===== config.mk =====
export PLATFORM = sky130hd
export DESIGN_NAME = pmkc_top
export DESIGN_NICKNAME = d
export VERILOG_FILES = /design/src/rtl/pmkc_pkg.sv /design/src/rtl/pmkc_mode_decode.sv /design/src/rtl/pmkc_top.sv
export SDC_FILE = /design/constraint.sdc
export NUM_CORES = 1
export LEC_CHECK = 0
export ABC_CLOCK_PERIOD_IN_PS = 1800
export BUFFER_PORTS_ARGS = -buffer_cell sky130_fd_sc_hd__buf_2
export CELL_PAD_IN_SITES_DETAIL_PLACEMENT = 0
export CELL_PAD_IN_SITES_GLOBAL_PLACEMENT = 1
export CORE_MARGIN = 5
export CORE_UTILIZATION = 37
export DETAILED_ROUTE_END_ITERATION = 16
export PLACE_DENSITY = 0.81
export SYNTH_ARGS = -nofsm -noshare
export SYNTH_HDL_FRONTEND = slang
export SYNTH_HIERARCHICAL = 1
export SYNTH_SLANG_ARGS = --single-unit
export TNS_END_PERCENT = 30

===== constraint.sdc =====
create_clock -name pclk -period 1.8 [get_ports pclk]
set_input_delay 0.36 -clock pclk [delete_from_list [all_inputs] [get_ports pclk]]
set_output_delay 0.36 -clock pclk [all_outputs]
set_load 0.02 [all_outputs]

===== src/rtl/pmkc_pkg.sv =====
/*
  shared constants for the power mode key control block: register byte
  addresses, field positions, reset values, unlock keys and state codes.
  assumes an apb slave with 16-bit byte addresses and 32-bit data.
*/
package pmkc_pkg;

  // ------------------------------------------------------------------
  // bus widths
  // ------------------------------------------------------------------
  localparam int ADDR_W = 16;
  localparam int DATA_W = 32;

  // ------------------------------------------------------------------
  // register byte addresses
  // ------------------------------------------------------------------
  localparam logic [ADDR_W-1:0] PM_CTRL_ADDR   = 16'h0a00;
  localparam logic [ADDR_W-1:0] PM_UNLOCK_ADDR = 16'h0a04;
  localparam logic [ADDR_W-1:0] LP_UNLOCK_ADDR = 16'h210c;
  localparam logic [ADDR_W-1:0] LP_CLKSEL_ADDR = 16'h2110;
  localparam logic [ADDR_W-1:0] LP_PDN_ADDR    = 16'h2114;

  // ------------------------------------------------------------------
  // widths, reset values and writable masks
  // ------------------------------------------------------------------
  localparam int PM_W     = 16;
  localparam int LP_KEY_W = 20;
  localparam int LP_PDN_W = 9;

  localparam logic [PM_W-1:0]     PM_CTRL_RST   = 16'h0001;
  localparam logic [PM_W-1:0]     PM_CTRL_MASK  = 16'hc00f;
  localparam logic [PM_W-1:0]     PM_UNLOCK_RST = 16'h0000;
  localparam logic [LP_KEY_W-1:0] LP_UNLOCK_RST = 20'h00000;
  localparam logic                LP_CLKSEL_RST = 1'b0;
  localparam logic [LP_PDN_W-1:0] LP_PDN_RST    = 9'h102;

  // ------------------------------------------------------------------
  // unlock keys
  // ------------------------------------------------------------------
  localparam logic [PM_W-1:0]     PM_KEY_FIRST  = 16'h4859;
  localparam logic [PM_W-1:0]     PM_KEY_SECOND = 16'hf27b;
  localparam logic [LP_KEY_W-1:0] LP_KEY        = 20'hc59d6;

  // ------------------------------------------------------------------
  // field positions
  // ------------------------------------------------------------------
  localparam int PM_RAMRET_BIT = 15;
  localparam int PM_ADCRET_BIT = 14;
  localparam int PM_SEQSLP_BIT = 3;
  localparam int PM_TMRSLP_BIT = 2;
  localparam int PM_MODE_MSB   = 1;
  localparam int PM_MODE_LSB   = 0;

  localparam int LP_CLKSEL_BIT = 0;

  localparam int LP_ALDO_BIT   = 8;
  localparam int LP_CMBUF_BIT  = 7;
  localparam int LP_REFBUF_BIT = 6;
  localparam int LP_ADCREP_BIT = 3;
  localparam int LP_ADCCNV_BIT = 2;
  localparam int LP_HSREF_BIT  = 1;
  localparam int LP_HFOSC_BIT  = 0;

  // ------------------------------------------------------------------
  // mode codes and key state
  // ------------------------------------------------------------------
  localparam logic [1:0] MODE_ACTIVE    = 2'b01;
  localparam logic [1:0] MODE_HIBERNATE = 2'b10;

  typedef enum logic [2:0] {
    PK_LOCKED = 3'b001,
    PK_HALF   = 3'b010,
    PK_OPEN   = 3'b100
  } pmkc_key_e;

endpackage : pmkc_pkg


===== src/rtl/pmkc_mode_decode.sv =====
/*
  turns the stored power mode field and retention bits into registered
  power domain controls.
  assumes the mode field and retention bits come from flip-flops.
*/
`timescale 1ns/10ps
module pmkc_mode_decode (
  input  wire logic       clk,
  input  wire logic       rst_n,
  input  wire logic [1:0] mode,
  input  wire logic       ram_ret,
  input  wire logic       adc_ret,
  output logic            core_powerdown,
  output logic            hsclk_powerdown,
  output logic            sram_powerdown,
  output logic            sram_retain,
  output logic            adc_switch_on,
  output logic            afe_powerdown
);
  import pmkc_pkg::*;

  logic hib;

  // reserved code 11 is treated as active so the core never sleeps on it
  assign hib = (mode == MODE_HIBERNATE);

  // ------------------------------------------------------------------
  // domain controls
  // ------------------------------------------------------------------
  always_ff @(posedge clk or negedge rst_n) begin
    if (!rst_n) begin
      core_powerdown  <= 1'b0;
      hsclk_powerdown <= 1'b0;
      sram_powerdown  <= 1'b0;
      sram_retain     <= 1'b0;
      adc_switch_on   <= 1'b1;
      afe_powerdown   <= 1'b0;
    end else begin
      core_powerdown  <= hib;
      hsclk_powerdown <= hib;
      sram_powerdown  <= hib;
      sram_retain     <= hib & ram_ret;
      adc_switch_on   <= ~hib | adc_ret;
      // low power dacs and references stay outside this domain
      afe_powerdown   <= hib;
    end
  end
endmodule : pmkc_mode_decode


===== src/rtl/pmkc_top.sv =====
/*
  apb register block for key protected power mode control and the low
  power block power-down and clock select registers.
  assumes a single 100 mhz pclk, apb3 master, async active low reset.
*/
`timescale 1ns/10ps

// Function
// - block power-down bits 8, 1 and 0 written one power their block down; bits 7, 6, 3, 2 enable
// - block power-down bit 1 powers down the fast reference
// - low power key must be written first; locked writes are ignored
// - clock select bit 0 lets the sequencer go to 32 khz
// - clock select register shares the low power key guard
// - power mode bit 15 keeps ram contents during hibernate
// - power mode bit 14 keeps adc power switch on in hibernate
// - power mode bit 3 enables sequencer command autosleep
// - power mode bit 2 enables wake-up timer autosleep
// - mode field reads back the last value written while the key was open
// - mode 01 is active, all digital powered; 11 reserved
// - mode 10 hibernates core and fast clock, slow clock runs
// - hibernate powers down sram and most analog blocks
// - mode register opens after keys 4859 then f27b in order
// - any other register write before the mode write relocks
// - low power key of any other value locks its registers
// - clearing clock select bit 0 returns to 16 mhz oscillator
// - block bits: 8 ldo, 1 reference, 0 oscillator, 2/3 adc
module pmkc_top (
  input  wire logic                        pclk,
  input  wire logic                        presetn,
  input  wire logic                        psel,
  input  wire logic                        penable,
  input  wire logic                        pwrite,
  input  wire logic [pmkc_pkg::ADDR_W-1:0] paddr,
  input  wire logic [pmkc_pkg::DATA_W-1:0] pwdata,
  output logic      [pmkc_pkg::DATA_W-1:0] prdata,
  output logic                             pready,
  output logic                             pslverr,
  output logic      [1:0]                  power_mode,
  output logic                             ram_retention_enable,
  output logic                             adc_switch_retention,
  output logic                             sequencer_autosleep_enable,
  output logic                             timer_autosleep_enable,
  output logic                             slow_sysclk_switch_enable,
  output logic                             analog_ldo_powerdown,
  output logic                             cm_buffer_enable,
  output logic                             ref_buffer_enable,
  output logic                             adc_repeat_enable,
  output logic                             adc_conversion_enable,
  output logic                             fast_reference_powerdown,
  output logic                             fast_oscillator_powerdown,
  output logic                             core_powerdown,
  output logic                             hsclk_powerdown,
  output logic                             sram_powerdown,
  output logic                             sram_retain,
  output logic                             adc_switch_on,
  output logic                             afe_powerdown
);
  import pmkc_pkg::*;

  // ------------------------------------------------------------------
  // storage
  // ------------------------------------------------------------------
  logic [PM_W-1:0]     pm_ctrl_reg;
  logic [PM_W-1:0]     pm_unlock_reg;
  logic [LP_KEY_W-1:0] lp_unlock_reg;
  logic                lp_clksel_reg;
  logic [LP_PDN_W-1:0] lp_pdn_reg;
  pmkc_key_e           key_reg;
  pmkc_key_e           key_next;
  logic [DATA_W-1:0]   prdata_reg;
  logic                pready_reg;
  logic                pslverr_reg;

  // ------------------------------------------------------------------
  // decode
  // ------------------------------------------------------------------
  logic              access;
  logic              wr_fire;
  logic              hit_pm;
  logic              hit_pmkey;
  logic              hit_lpkey;
  logic              hit_clk;
  logic              hit_pdn;
  logic              hit_any;
  logic              lp_open;
  logic [DATA_W-1:0] rdata_next;

  assign access    = psel & penable;
  // a write lands only on the edge where pready is seen high
  assign wr_fire   = access & pready_reg & pwrite;
  assign hit_pm    = (paddr == PM_CTRL_ADDR);
  assign hit_pmkey = (paddr == PM_UNLOCK_ADDR);
  assign hit_lpkey = (paddr == LP_UNLOCK_ADDR);
  assign hit_clk   = (paddr == LP_CLKSEL_ADDR);
  assign hit_pdn   = (paddr == LP_PDN_ADDR);
  assign hit_any   = hit_pm | hit_pmkey | hit_lpkey | hit_clk | hit_pdn;
  // any stored value other than the key keeps both guarded registers shut
  assign lp_open   = (lp_unlock_reg == LP_KEY);

  // ------------------------------------------------------------------
  // apb handshake: one wait state, answer held for one cycle
  // ------------------------------------------------------------------
  always_ff @(posedge pclk or negedge presetn) begin
    if (!presetn) begin
      pready_reg  <= 1'b0;
      pslverr_reg <= 1'b0;
      prdata_reg  <= '0;
    end else begin
      pready_reg  <= access & ~pready_reg;
      pslverr_reg <= access & ~pready_reg & ~hit_any;
      if (access && !pready_reg) begin
        prdata_reg <= pwrite ? '0 : rdata_next;
      end
    end
  end

  always_comb begin
    rdata_next = '0;
    unique case (1'b1)
      hit_pm:    rdata_next[PM_W-1:0] = pm_ctrl_reg;
      hit_pmkey: rdata_next[PM_W-1:0] = pm_unlock_reg;
      hit_lpkey: rdata_next[LP_KEY_W-1:0] = lp_unlock_reg;
      hit_clk:   rdata_next[LP_CLKSEL_BIT] = lp_clksel_reg;
      hit_pdn:   rdata_next[LP_PDN_W-1:0] = lp_pdn_reg;
      default:   rdata_next = '0;
    endcase
  end

  // ------------------------------------------------------------------
  // power mode key sequence
  // ------------------------------------------------------------------
  always_comb begin
    key_next = key_reg;
    if (wr_fire) begin
      if (hit_pmkey) begin
        if (pwdata[PM_W-1:0] == PM_KEY_FIRST) begin
          key_next = PK_HALF;
        end else if (key_reg == PK_HALF &&
                     pwdata[PM_W-1:0] == PM_KEY_SECOND) begin
          key_next = PK_OPEN;
        end else begin
          key_next = PK_LOCKED;
        end
      end else begin
        // the mode write itself closes the key as well
        key_next = PK_LOCKED;
      end
    end
  end

  always_ff @(posedge pclk or negedge presetn) begin
    if (!presetn) begin
      key_reg <= PK_LOCKED;
    end else begin
      key_reg <= key_next;
    end
  end

  // ------------------------------------------------------------------
  // power mode registers
  // ------------------------------------------------------------------
  always_ff @(posedge pclk or negedge presetn) begin
    if (!presetn) begin
      pm_ctrl_reg <= PM_CTRL_RST;
    end else if (wr_fire && hit_pm && key_reg == PK_OPEN) begin
      // reserved bits never store, so they read back as zero
      pm_ctrl_reg <= pwdata[PM_W-1:0] & PM_CTRL_MASK;
    end
  end

  always_ff @(posedge pclk or negedge presetn) begin
    if (!presetn) begin
      pm_unlock_reg <= PM_UNLOCK_RST;
    end else if (wr_fire && hit_pmkey) begin
      pm_unlock_reg <= pwdata[PM_W-1:0];
    end
  end

  // ------------------------------------------------------------------
  // low power registers behind their own key
  // ------------------------------------------------------------------
  always_ff @(posedge pclk or negedge presetn) begin
    if (!presetn) begin
      lp_unlock_reg <= LP_UNLOCK_RST;
    end else if (wr_fire && hit_lpkey) begin
      lp_unlock_reg <= pwdata[LP_KEY_W-1:0];
    end
  end

  always_ff @(posedge pclk or negedge presetn) begin
    if (!presetn) begin
      lp_clksel_reg <= LP_CLKSEL_RST;
    end else if (wr_fire && hit_clk && lp_open) begin
      lp_clksel_reg <= pwdata[LP_CLKSEL_BIT];
    end
  end

  always_ff @(posedge pclk or negedge presetn) begin
    if (!presetn) begin
      lp_pdn_reg <= LP_PDN_RST;
    end else if (wr_fire && hit_pdn && lp_open) begin
      // one write may switch several blocks at once
      lp_pdn_reg <= pwdata[LP_PDN_W-1:0];
    end
  end

  // ------------------------------------------------------------------
  // outputs, all taken from flip-flops
  // ------------------------------------------------------------------
  assign prdata  = prdata_reg;
  assign pready  = pready_reg;
  assign pslverr = pslverr_reg;

  assign power_mode                 = pm_ctrl_reg[PM_MODE_MSB:PM_MODE_LSB];
  assign ram_retention_enable       = pm_ctrl_reg[PM_RAMRET_BIT];
  assign adc_switch_retention       = pm_ctrl_reg[PM_ADCRET_BIT];
  assign sequencer_autosleep_enable = pm_ctrl_reg[PM_SEQSLP_BIT];
  assign timer_autosleep_enable     = pm_ctrl_reg[PM_TMRSLP_BIT];
  assign slow_sysclk_switch_enable  = lp_clksel_reg;
  assign analog_ldo_powerdown       = lp_pdn_reg[LP_ALDO_BIT];
  assign cm_buffer_enable           = lp_pdn_reg[LP_CMBUF_BIT];
  assign ref_buffer_enable          = lp_pdn_reg[LP_REFBUF_BIT];
  assign adc_repeat_enable          = lp_pdn_reg[LP_ADCREP_BIT];
  assign adc_conversion_enable      = lp_pdn_reg[LP_ADCCNV_BIT];
  assign fast_reference_powerdown   = lp_pdn_reg[LP_HSREF_BIT];
  assign fast_oscillator_powerdown  = lp_pdn_reg[LP_HFOSC_BIT];

  pmkc_mode_decode u_decode (
    .clk             (pclk),
    .rst_n           (presetn),
    .mode            (pm_ctrl_reg[PM_MODE_MSB:PM_MODE_LSB]),
    .ram_ret         (pm_ctrl_reg[PM_RAMRET_BIT]),
    .adc_ret         (pm_ctrl_reg[PM_ADCRET_BIT]),
    .core_powerdown  (core_powerdown),
    .hsclk_powerdown (hsclk_powerdown),
    .sram_powerdown  (sram_powerdown),
    .sram_retain     (sram_retain),
    .adc_switch_on   (adc_switch_on),
    .afe_powerdown   (afe_powerdown)
  );
endmodule : pmkc_top


Word-level counts from Yosys, hierarchy flattened:

Index checks and enable logic that the tools add are counted.

* output and inout port bits: 54
* register bits after elaboration: 92
* word-level logic and storage cells: 56
* input bits: 53

* equal/unequal tests: 11
* mux-type cells: 8
* bitwise operators: 14
* reductions and logical operators: 11

Operators with widths (count)
* $eq 16x14->1 const B: 3
* $eq 16x12->1 const B: 2
* $pmux 8 s4: 1
* $pmux 7 s3: 1
* $eq 20x20->1 const B: 1
* $mux 20: 1
* $eq 16x15->1 const B: 1
* $eq 16x16->1 const B: 1
* $logic_and 1x1->1: 10
* $mux 3: 3
* $and 1x1->1: 6
* $or 1x1->1: 5
* $pmux 1 s5: 1
* $mux 4: 1
* $eq 3x2->1 const B: 1
* $eq 3x3->1 const B: 1
* $not 1->1: 3
* $eq 2x2->1 const B: 1
* $logic_not 1->1: 1

Longest topological paths before layout:

Gate-level depths: netlist of run 1.

* depth in word-level cells: 7
* gate-level depth with buffers: 7
* mapped depth without buffers: 5

By module:

Netlist of run 1, hierarchy kept.

Modules (own cells, without submodules)
* pmkc_top: area each 3560.9 µm², sequential area each 1931.9 µm², instances 1, cells each 283
* pmkc_mode_decode: area each 123.9 µm², sequential area each 76.3 µm², instances 1, cells each 9

Worst setup path before layout of run 1:

Ideal clock, no wire load.

* kind: input to register
* from: input paddr[10] (netlist name)
* to: register pm_ctrl_reg[14]
* slack: -0.467 ns
* cell stages on the path: 6
* arrival time: 2.142 ns
* data required time: 1.675 ns
* cells stage by stage: or4_1 > buf_2 > nor4_4 > and3_1 > buf_2 > mux2_2

* longest elaborated chain between the ends: 3

RTL lines
* from (decl): line pmkc_top.sv:33 `input wire logic [pmkc_pkg::ADDR_W-1:0] paddr,`
* $eq 16x12->1: line pmkc_top.sv:91 `assign hit_pm = (paddr == PM_CTRL_ADDR);`
* $logic_and 1x1->1 (2 in a row): line pmkc_top.sv:165 `end else if (wr_fire && hit_pm && key_reg == PK_OPEN) begin`
* to (signal assigned): line pmkc_top.sv:167 `pm_ctrl_reg <= pwdata[PM_W-1:0] & PM_CTRL_MASK;`
* to (decl): line pmkc_top.sv:63 `logic [PM_W-1:0] pm_ctrl_reg;`

No other way between the ends.
A chain may end at the register's enable or synchronous reset.

Worst setup path after layout of run 1:

* from: input paddr[5] (netlist name)
* to: register lp_pdn_reg[0]

* longest elaborated chain between the ends: 3

RTL lines
* $eq 16x14->1: line pmkc_top.sv:95 `assign hit_pdn = (paddr == LP_PDN_ADDR);`
* $logic_and 1x1->1 (2 in a row): line pmkc_top.sv:201 `end else if (wr_fire && hit_pdn && lp_open) begin`
* to (signal assigned): line pmkc_top.sv:203 `lp_pdn_reg <= pwdata[LP_PDN_W-1:0];`
* to (decl): line pmkc_top.sv:67 `logic [LP_PDN_W-1:0] lp_pdn_reg;`

No other way between the ends.

==> results_dict.tcl, run 1 <==
set metrics [dict create \
    critPathCaptureType "flip-flop" \
    critPathLaunchType "input pin" \
    dp_hpwl_um 7100 \
    ys_ff_latch 80 \
    cts_tree "done" \
    finClkSkew_ps 10.1 \
    worstSetupPathType "in2reg" \
    final_design_area_no_fill_um2 4870 \
    postRouteAntennaNets 0 \
    slowest_stage "or4_4" \
    synth_edf_count 0 \
    rows 36 \
    drv_cap 0 \
    finalSetupViolCount 19 \
    wirelength_um 9620 \
    wl_per_cell_um 17.4 \
    fin_util_pct 50.0 \
    vias 2802 \
    cts-root-buf "clkbuf_8" \
    ir_drop_uv 444 \
    pin_count 107 \
    reg2regPathDepth 6 \
    cp.arrival_ps 2100 \
    dp.cells 536 \
    clockBufferDepth 2 \
    p_leak_nw 2.53 \
    drv_slew 0 \
    power.density_nw_per_um2 711 \
    design.core.area_um2 9730 \
    ys_seq_area_share_pct 54.5 \
    syn_inst 292 \
    stdcell_count 553 \
    overflow 0 \
    clkSinkCount 80 \
    n_fill_cell 891 \
    placed_area_um2 4550 \
    crit_chain "buf_6 -> or4b_4 -> or4_4 -> nor2_4 -> nand2_8 -> mux2_4" \
    cp_max_fo 9 \
    place_ws_ps -465 \
    die-area_um2 12100 \
    nets 468 \
    synth_warnings 6 \
    status "finished with violations" \
    grt_max_degree 81 \
    dr.first_iter.drc_count 157 \
    rsz0062_at_grt "yes" \
    async_flop_share_pct 100 \
    insertedDiodeCount 0 \
    insertion_delay_ps 360 \
    synth_area_per_cell_um2 12.6 \
    finalWorstSetupSlack_ps -56.1 \
    htreeDepth 3 \
    grt_pass1_wl_um 14700 \
    min_path_type "in2async" \
    violations "negative setup slack" \
    total_power_mw 3.46 \
    drive_above_1_share_pct 51.9 \
    antenna_found_initial 0 \
    grtUsageTotal_pct 16.1 \
    fmax_mhz 539 \
    grt_pass1_vias 2856 \
    drt-vias-per-instance 5.07 \
    synth_cell_types 50 \
    die_w_um 110 \
    cp_data_required_time_ps 2040 \
    fp.dieH_um 110 \
    period_minus_slack_ps 1860 \
    layout_common_cells "buf_2, dfrtp_1, mux2_2" \
    synth_area_um2 3680 \
    critPathMaxStageDelay_ps 560 \
    fin_crit_sh_pct 103 \
    clk_transition_reported_paths_ps 70 \
    place.gp.congestion 0.819 \
    area_growth_pct 32.1 \
    finalHoldViolations 0 \
    drc_errors 0 \
    initial_core_util_pct 37.9 \
    cts_buffers 9 \
    io_buffer_count 82 \
    mostFrequentLayoutCell "buf_2" \
    synthFlopType "dfrtp_1" \
    drt_first_pass_iters 5 \
]
## logic make-up after synthesis
family | after synthesis | share of synthesized area (%)
buffers and inverters | 28 | 4.86
DFF | 80 | 54.5
other | 1 | 0.102
AOI/OAI and AO/OA | 47 | 8.52
muxes | 53 | 17.0
and+or+nand+nor | 83 | 15.0
## cell type report
class                           count  area [µm²]  area share (%)
Tap cell                          133         166            3.42
Multi-Input combinational cell    195        1620            33.3
Clock buffer                       10         128            2.62
Inverter                            2        7.51           0.154
Clock inverter                      6        83.8            1.72
Sequential cell                    80        2010            41.3
Timing Repair Buffer              127         851            17.5
## timing repair
item / in CTS / in global routing
resized for setup: 7 / 17
pin swaps: 2 / 1
setup endpoints to repair: 32 / 48
setup buffers: 1 / 0
hold buffers: 0 / 0
## per-stage QoR
| step | setup TNS, ps | hold WS (ps) |
|---|---|---|
| 2_1_floorplan | -18560 | 64.4 |
| 3_3_place_gp | -25460 | 414 |
| 3_5_place_dp | -27550 | 417 |
| 4_1_cts | -214 | 26.2 |
| 5_1_grt | -1630 | 41.2 |
| 6_report | -456 | 21.6 |
## metal layers
layer	track usage [%]	routed length, µm	up-vias
li1	-	-	1305
met3	4.46	590	15
met2	25.7	4670	86
met4	5.16	129	0
met5	0	0	-
met1	21.2	4230	1396
## cells in the mapped netlist (all sizes together), types with 3 or more instances
cell     n  area (µm²)
a21oi    6        30.0
dfstp    5         131
dfrtp   75        1880
nand4    5        31.3
nand3    6        42.5
a22o     5        43.8
a21o     3        22.5
nand2   27         104
buf     24         164
mux2    52         616
nor4     7        95.1
o21ai   16        80.1
nor4b    3        26.3
nor2     8        30.0
or4      5        41.3
a222oi   3        30.0
a22oi    9        67.6
## worst paths after layout
check | start | slack, ps | end
max | paddr[5] | -60 | lp_pdn_reg[0]$_DFFE_PN0P_
min | presetn | 20 | prdata[10]$_DFFE_PN0P_
max reg2reg | lp_unlock_reg[3]$_DFFE_PN0P_ | -50 | lp_pdn_reg[0]$_DFFE_PN0P_
min reg2reg | prdata[19]$_DFFE_PN0P_ | 470 | prdata[19]$_DFFE_PN0P_
max in group asynchronous | presetn | 1430 | pm_ctrl_reg[0]$_DFFE_PN1P_
min in group pclk | pwdata[19] | 230 | lp_unlock_reg[19]$_DFFE_PN0P_
## worst max-delay path: cells and delay by family
kind / cells / cell delay, ps
AND/OR/NAND/NOR: 4 / 1340
buffers and inverters: 1 / 90
multiplexers: 1 / 300
## power breakdown
part	total (mW)	internal (mW)	leakage, nW	switching [mW]
registers	1.81	1.81	1.10	0.00559
logic	0.224	0.0854	1.32	0.139
clock network	1.42	0.777	0.110	0.647
total	3.46	2.67	2.53	0.791
(Power assumes the default switching activity.)
==> run 2, diff against run 1 <==
--- a/config.mk
+++ b/config.mk
@@ -5,7 +5,7 @@
 export SDC_FILE = /design/constraint.sdc
 export NUM_CORES = 1
 export LEC_CHECK = 0
-export ABC_CLOCK_PERIOD_IN_PS = 1800
+export ABC_CLOCK_PERIOD_IN_PS = 1500
 export BUFFER_PORTS_ARGS = -buffer_cell sky130_fd_sc_hd__buf_2
 export CELL_PAD_IN_SITES_DETAIL_PLACEMENT = 0
 export CELL_PAD_IN_SITES_GLOBAL_PLACEMENT = 1
==> constraint.sdc (replaced) <==
create_clock -name pclk -period 1.5 [get_ports pclk]
set_input_delay 0.3 -clock pclk [delete_from_list [all_inputs] [get_ports pclk]]
set_output_delay 0.3 -clock pclk [all_outputs]
set_load 0.02 [all_outputs]
==> run 2 against run 1 <==
Against the previous run:
- global-route usage grew 0.99 points
- critical path type unchanged
- largest power group unchanged
- the flow still finishes with violations (negative setup slack)
- register-to-register slack worse by 210 ps
- largest cell class unchanged
- non-clock buffer count grew 26
- setup slack lost 270 ps
- routed wire length grew 3.1%
- hold slack better by 180 ps
- clock power is 11% higher
- sequential power increased by 20%
- cell count grew 4.7%
- first-iteration DRC count decreased by 14%
==> results_dict.tcl, run 2 (same netlist as run 1, synthesis figures left out) <==
set metrics [dict create \
    finalWorstSetupSlack_ps -323 \
    grt_pass1_vias 2989 \
    drt-vias-per-instance 5.04 \
    drv_slew 0 \
    cp.arrival_ps 2060 \
    placed_area_um2 4700 \
    clkSinkCount 80 \
    status "finished with violations" \
    insertedDiodeCount 0 \
    vias 2920 \
    area.sequential_um2 2010 \
    critPathLaunchType "input pin" \
    r2r-end "lp_pdn_reg[0]$_DFFE_PN0P_" \
    mostFrequentLayoutCell "buf_2" \
    relSlewSlack_pct 63.4 \
    postRouteAntennaNets 0 \
    violations "negative setup slack" \
    finClkSkew_ps 11.5 \
    cts-root-buf "clkbuf_8" \
    grtUsageTotal_pct 17.1 \
    worstSetupPathType "in2reg" \
    min_path_type "in2reg" \
    rows 36 \
    design.core.area_um2 9730 \
    clk_transition_reported_paths_ps 80 \
    cts_tree "done" \
    pin_count 107 \
    hp-start "pwdata[16]" \
    fin_crit_sh_pct 122 \
    reg2reg_from "lp_unlock_reg[3]$_DFFE_PN0P_" \
    grt_max_degree 33 \
    p_leak_nw 2.66 \
    clockBufferDepth 2 \
    antenna_found_initial 0 \
    grt_pass1_wl_um 15700 \
    endpoint "lp_pdn_reg[0]$_DFFE_PN0P_" \
    rsz0062_at_grt "yes" \
    dp_hpwl_um 7500 \
    slowest_stage "or4_4" \
    drt_first_pass_iters 5 \
    initial_core_util_pct 37.9 \
    drive_above_1_share_pct 56.5 \
    drc_errors 0 \
    n_fill_cell 870 \
    overflow 0 \
    place.gp.congestion 0.835 \
    dp.cells 556 \
    wirelength_um 9920 \
    tightest_slew_ps 549 \
    startpoint "paddr[7]" \
    htreeDepth 3 \
    wl_per_cell_um 17.1 \
    layout_common_cells "buf_2, dfrtp_1, buf_4" \
    place_ws_ps -705 \
    critPathCaptureType "flip-flop" \
    finalSetupViolCount 76 \
    crit_chain "buf_2 -> or4b_4 -> or4_4 -> nor2_4 -> nand2_4 -> mux2_4" \
    cts_buffers 9 \
    insertion_delay_ps 350 \
    final_design_area_no_fill_um2 5130 \
    nets 494 \
    stdcell_count 579 \
    fmax_mhz 549 \
    dr.first_iter.drc_count 135 \
    r2r_slack_ps -260 \
    area_growth_pct 39.2 \
    critPathMaxStageDelay_ps 570 \
    total_power_mw 4.05 \
    die-area_um2 12100 \
    ir_drop_uv 469 \
    power.density_nw_per_um2 790 \
    multi_input_area_um2 1690 \
    finalHoldViolations 0 \
    io_buffer_count 82 \
    cp_data_required_time_ps 1740 \
    holdWs_ps 200 \
    drv_cap 0 \
    reg2regPathDepth 6 \
    fp.dieH_um 110 \
    cp_max_fo 9 \
    die_w_um 110 \
    period_minus_slack_ps 1820 \
]
-- run 2: cell count changes in the layout (fill, tap and decap cells not counted), sizes merged --
| cell | change |
|---|---|
| bufinv | -1 |
| dlygate4sd3 | +1 |
| clkinvlp | +4 |
| clkinv | -4 |
| buf | +25 |
| inv | +1 |
-- run 2: worst min-delay path by stage --
stage / slack (ps) / to / cells past startpoint
after floorplan: 4 / key_reg[1]$_DFFE_PN0P_ / 0
after global placement: 230 / prdata[10]$_DFFE_PN0P_ / 1
after detailed placement: 230 / pm_unlock_reg[10]$_DFFE_PN0P_ / 1
after CTS: 190 / lp_unlock_reg[16]$_DFFE_PN0P_ / 2
after global routing: 170 / lp_unlock_reg[19]$_DFFE_PN0P_ / 2
final: 200 / lp_unlock_reg[16]$_DFFE_PN0P_ / 2
-- run 2: stage by stage --
step	utilization (%)	setup TNS (ps)
after floorplan	-	-36770
after global placement	48.3	-43670
after detailed placement	48.3	-44950
after CTS	52.1	-14960
after global routing	52.7	-17080
final	52.7	-15420
-- run 2: metal layers --
| layer | GRT usage [%] | vias to the layer above | routed length (µm) |
|---|---|---|---|
| li1 | - | 1361 | - |
| met1 | 22.9 | 1473 | 4430 |
| met2 | 28.0 | 80 | 4930 |
| met3 | 4.82 | 6 | 505 |
| met4 | 2.85 | 0 | 53 |
| met5 | 0 | - | 0 |
-- run 2: cell type report --
class                   instances  area share, %
flip-flops and latches         80           39.1
inverters                       2          0.146
repair buffers                153           20.7
clock buffers                  10           2.49
well taps                     133           3.24
multi-input cells             195           33.0
clock inverters                 6           1.34
-- run 2: where the power goes --
group	switching (mW)	internal [mW]
Clock	0.795	0.775
Combinational	0.180	0.127
Sequential	0.00599	2.17
Total	0.981	3.07
-- run 2: what timing repair did --
action,4_1_cts,5_1_grt
resized for setup,40,10
endpoints found under the setup margin,76,77
buffers inserted,4,3
pin swaps,10,7
cloned,0,0
hold buffers,1,0
endpoints found under the hold margin,23,0
-- run 2: worst max-delay path, delay by kind of cell --
kind                   cells  cell delay, ps
buffers and inverters      1             110
multiplexers               1             310
AND/OR/NAND/NOR            4            1330
==> run 3, diff against run 2 <==
--- a/config.mk
+++ b/config.mk
@@ -12,7 +12,7 @@
 export CORE_MARGIN = 5
 export CORE_UTILIZATION = 37
 export DETAILED_ROUTE_END_ITERATION = 16
-export PLACE_DENSITY = 0.81
+export PLACE_DENSITY = 0.73
 export SYNTH_ARGS = -nofsm -noshare
 export SYNTH_HDL_FRONTEND = slang
 export SYNTH_HIERARCHICAL = 1
==> run 3 against run 2 <==
Against the previous run:
- the flow still finishes with violations (negative setup slack)
- cell count shrank 0.35%
- global-route usage rose by 0.32 points
- flip-flop and latch count did not move
- critical path depth stayed put
- setup slack got worse by 4.6 ps
- clock power up 14%
- fmax is 0.25% lower
- combinational power down 3%
- largest cell class unchanged
==> results_dict.tcl, run 3 (same netlist as run 1, synthesis figures left out) <==
set metrics [dict create \
    status "finished with violations" \
    violations "negative setup slack" \
    cts_tree "done" \
    nets 492 \
    fmax_mhz 547 \
    critPathCaptureType "flip-flop" \
    dr.first_iter.drc_count 103 \
    grt_pass1_wl_um 15800 \
    min_path_type "in2reg" \
    place_ws_ps -700 \
    postRouteAntennaNets 0 \
    grt_pass1_vias 2986 \
    whs_endpoint "lp_unlock_reg[16]$_DFFE_PN0P_" \
    die_w_um 110 \
    cp.arrival_ps 2070 \
    critPathLaunchType "input pin" \
    io_buffer_count 82 \
    clkSinkCount 80 \
    tightest_slew_ps 615 \
    antenna_found_initial 0 \
    r2r-end "lp_pdn_reg[0]$_DFFE_PN0P_" \
    die-area_um2 12100 \
    rsz0062_at_grt "yes" \
    p_leak_nw 2.69 \
    reg2reg_from "lp_unlock_reg[17]$_DFFE_PN0P_" \
    cp_data_required_time_ps 1740 \
    cts_buffers 9 \
    insertedDiodeCount 0 \
    drv_slew 0 \
    drc_errors 0 \
    grt_max_degree 35 \
    layout_common_cells "buf_2, dfrtp_1, buf_4" \
    r2r_slack_ps -300 \
    insertion_delay_ps 360 \
    finalSetupViolCount 75 \
    area_growth_pct 41.1 \
    finClkSkew_ps 13.7 \
    overflow 0 \
    drv_cap 0 \
    hold_depth 2 \
    finalWorstSetupSlack_ps -327 \
    wl_per_cell_um 17.3 \
    period_minus_slack_ps 1830 \
    clockBufferDepth 2 \
    worstSetupPathType "in2reg" \
    reg2regPathDepth 6 \
    cp_max_fo 9 \
    mostFrequentLayoutCell "buf_2" \
    pin_count 107 \
    htreeDepth 3 \
    drt-vias-per-instance 5.06 \
    initial_core_util_pct 37.9 \
    relSlewSlack_pct 59.0 \
    dp_hpwl_um 7250 \
    vias 2918 \
    ir_drop_uv 485 \
    design.core.area_um2 9730 \
    drive_above_1_share_pct 56.8 \
    hp-start "pwdata[16]" \
    grtUsageTotal_pct 17.4 \
    power.density_nw_per_um2 819 \
    rows 36 \
    fp.dieH_um 110 \
    clk_transition_reported_paths_ps 80 \
    wirelength_um 9990 \
    place.gp.congestion 0.790 \
    holdWs_ps 174 \
    cts-root-buf "clkbuf_8" \
    drt_first_pass_iters 4 \
    finalHoldViolations 0 \
    fin_crit_sh_pct 122 \
]
## run 3: changes by cell type in the layout (fill, tap and decap cells not counted), sizes merged
cell      change
clkinvlp      -4
clkbuf        +3
buf           -2
bufinv        +1
clkinv        +1
inv           -1
## run 3: area by class of cell
| cell class | instances | area [µm²] |
|---|---|---|
| clock buffers | 13 | 159 |
| fillers | 877 | 4530 |
| clock inverters | 3 | 65.1 |
| well taps | 133 | 166 |
| multi-input cells | 195 | 1720 |
| inverters | 2 | 7.51 |
| flip-flops and latches | 80 | 2010 |
| repair buffers | 151 | 1070 |
## run 3: per-layer routing
layer	vias up	global-route usage, %	wire length, µm
met5	-	0	0
met4	0	5.43	118
met3	11	4.64	584
met2	88	27.5	4860
met1	1470	23.3	4420
li1	1349	-	-
## run 3: worst max-delay path by stage
stage                                             from                         end  slack, ps  depth (start not counted)
final                                         paddr[5]   lp_pdn_reg[0]$_DFFE_PN0P_       -330                          6
after global routing      lp_unlock_reg[5]$_DFFE_PN0P_   lp_pdn_reg[0]$_DFFE_PN0P_       -370                          6
after CTS                 lp_unlock_reg[5]$_DFFE_PN0P_   lp_pdn_reg[0]$_DFFE_PN0P_       -310                          6
after detailed placement                     paddr[13]  pm_ctrl_reg[1]$_DFFE_PN0P_       -700                          5
after global placement                       paddr[13]  pm_ctrl_reg[2]$_DFFE_PN0P_       -700                          5
after floorplan                              paddr[10]   lp_pdn_reg[0]$_DFFE_PN0P_       -570                          6
## run 3: timing repair
action | in CTS | in global routing
setup buffers | 8 | 3
gates cloned | 1 | 0
hold buffers | 1 | 0
endpoints found under the setup margin | 76 | 76
hold endpoints to repair | 23 | 0
resized for setup | 52 | 11
pin swaps | 19 | 7
## run 3: critical path, cell delays in order
cell	delay, ps
buf_6	90
or4b_4	520
or4_4	570
nor2_4	180
nand2_8	100
mux2_4	310
## run 3: through the flow
step	power [mW]	instances	utilization [%]	instance area [µm²]	TNS [ps]
after floorplan	2.32	303	-	3780	-36770
after global placement	2.49	549	47.9	4660	-44840
after detailed placement	2.49	549	47.9	4660	-45510
after CTS	4.28	574	52.6	5120	-13010
after global routing	4.43	577	53.4	5200	-16150
final	4.26	577	53.4	5200	-13060
## run 3: report_power, final
part | internal, mW | switching [mW] | leakage (nW)
clock | 1.03 | 0.760 | 0.114
sequential | 2.17 | 0.00607 | 1.10
combinational | 0.121 | 0.176 | 1.47
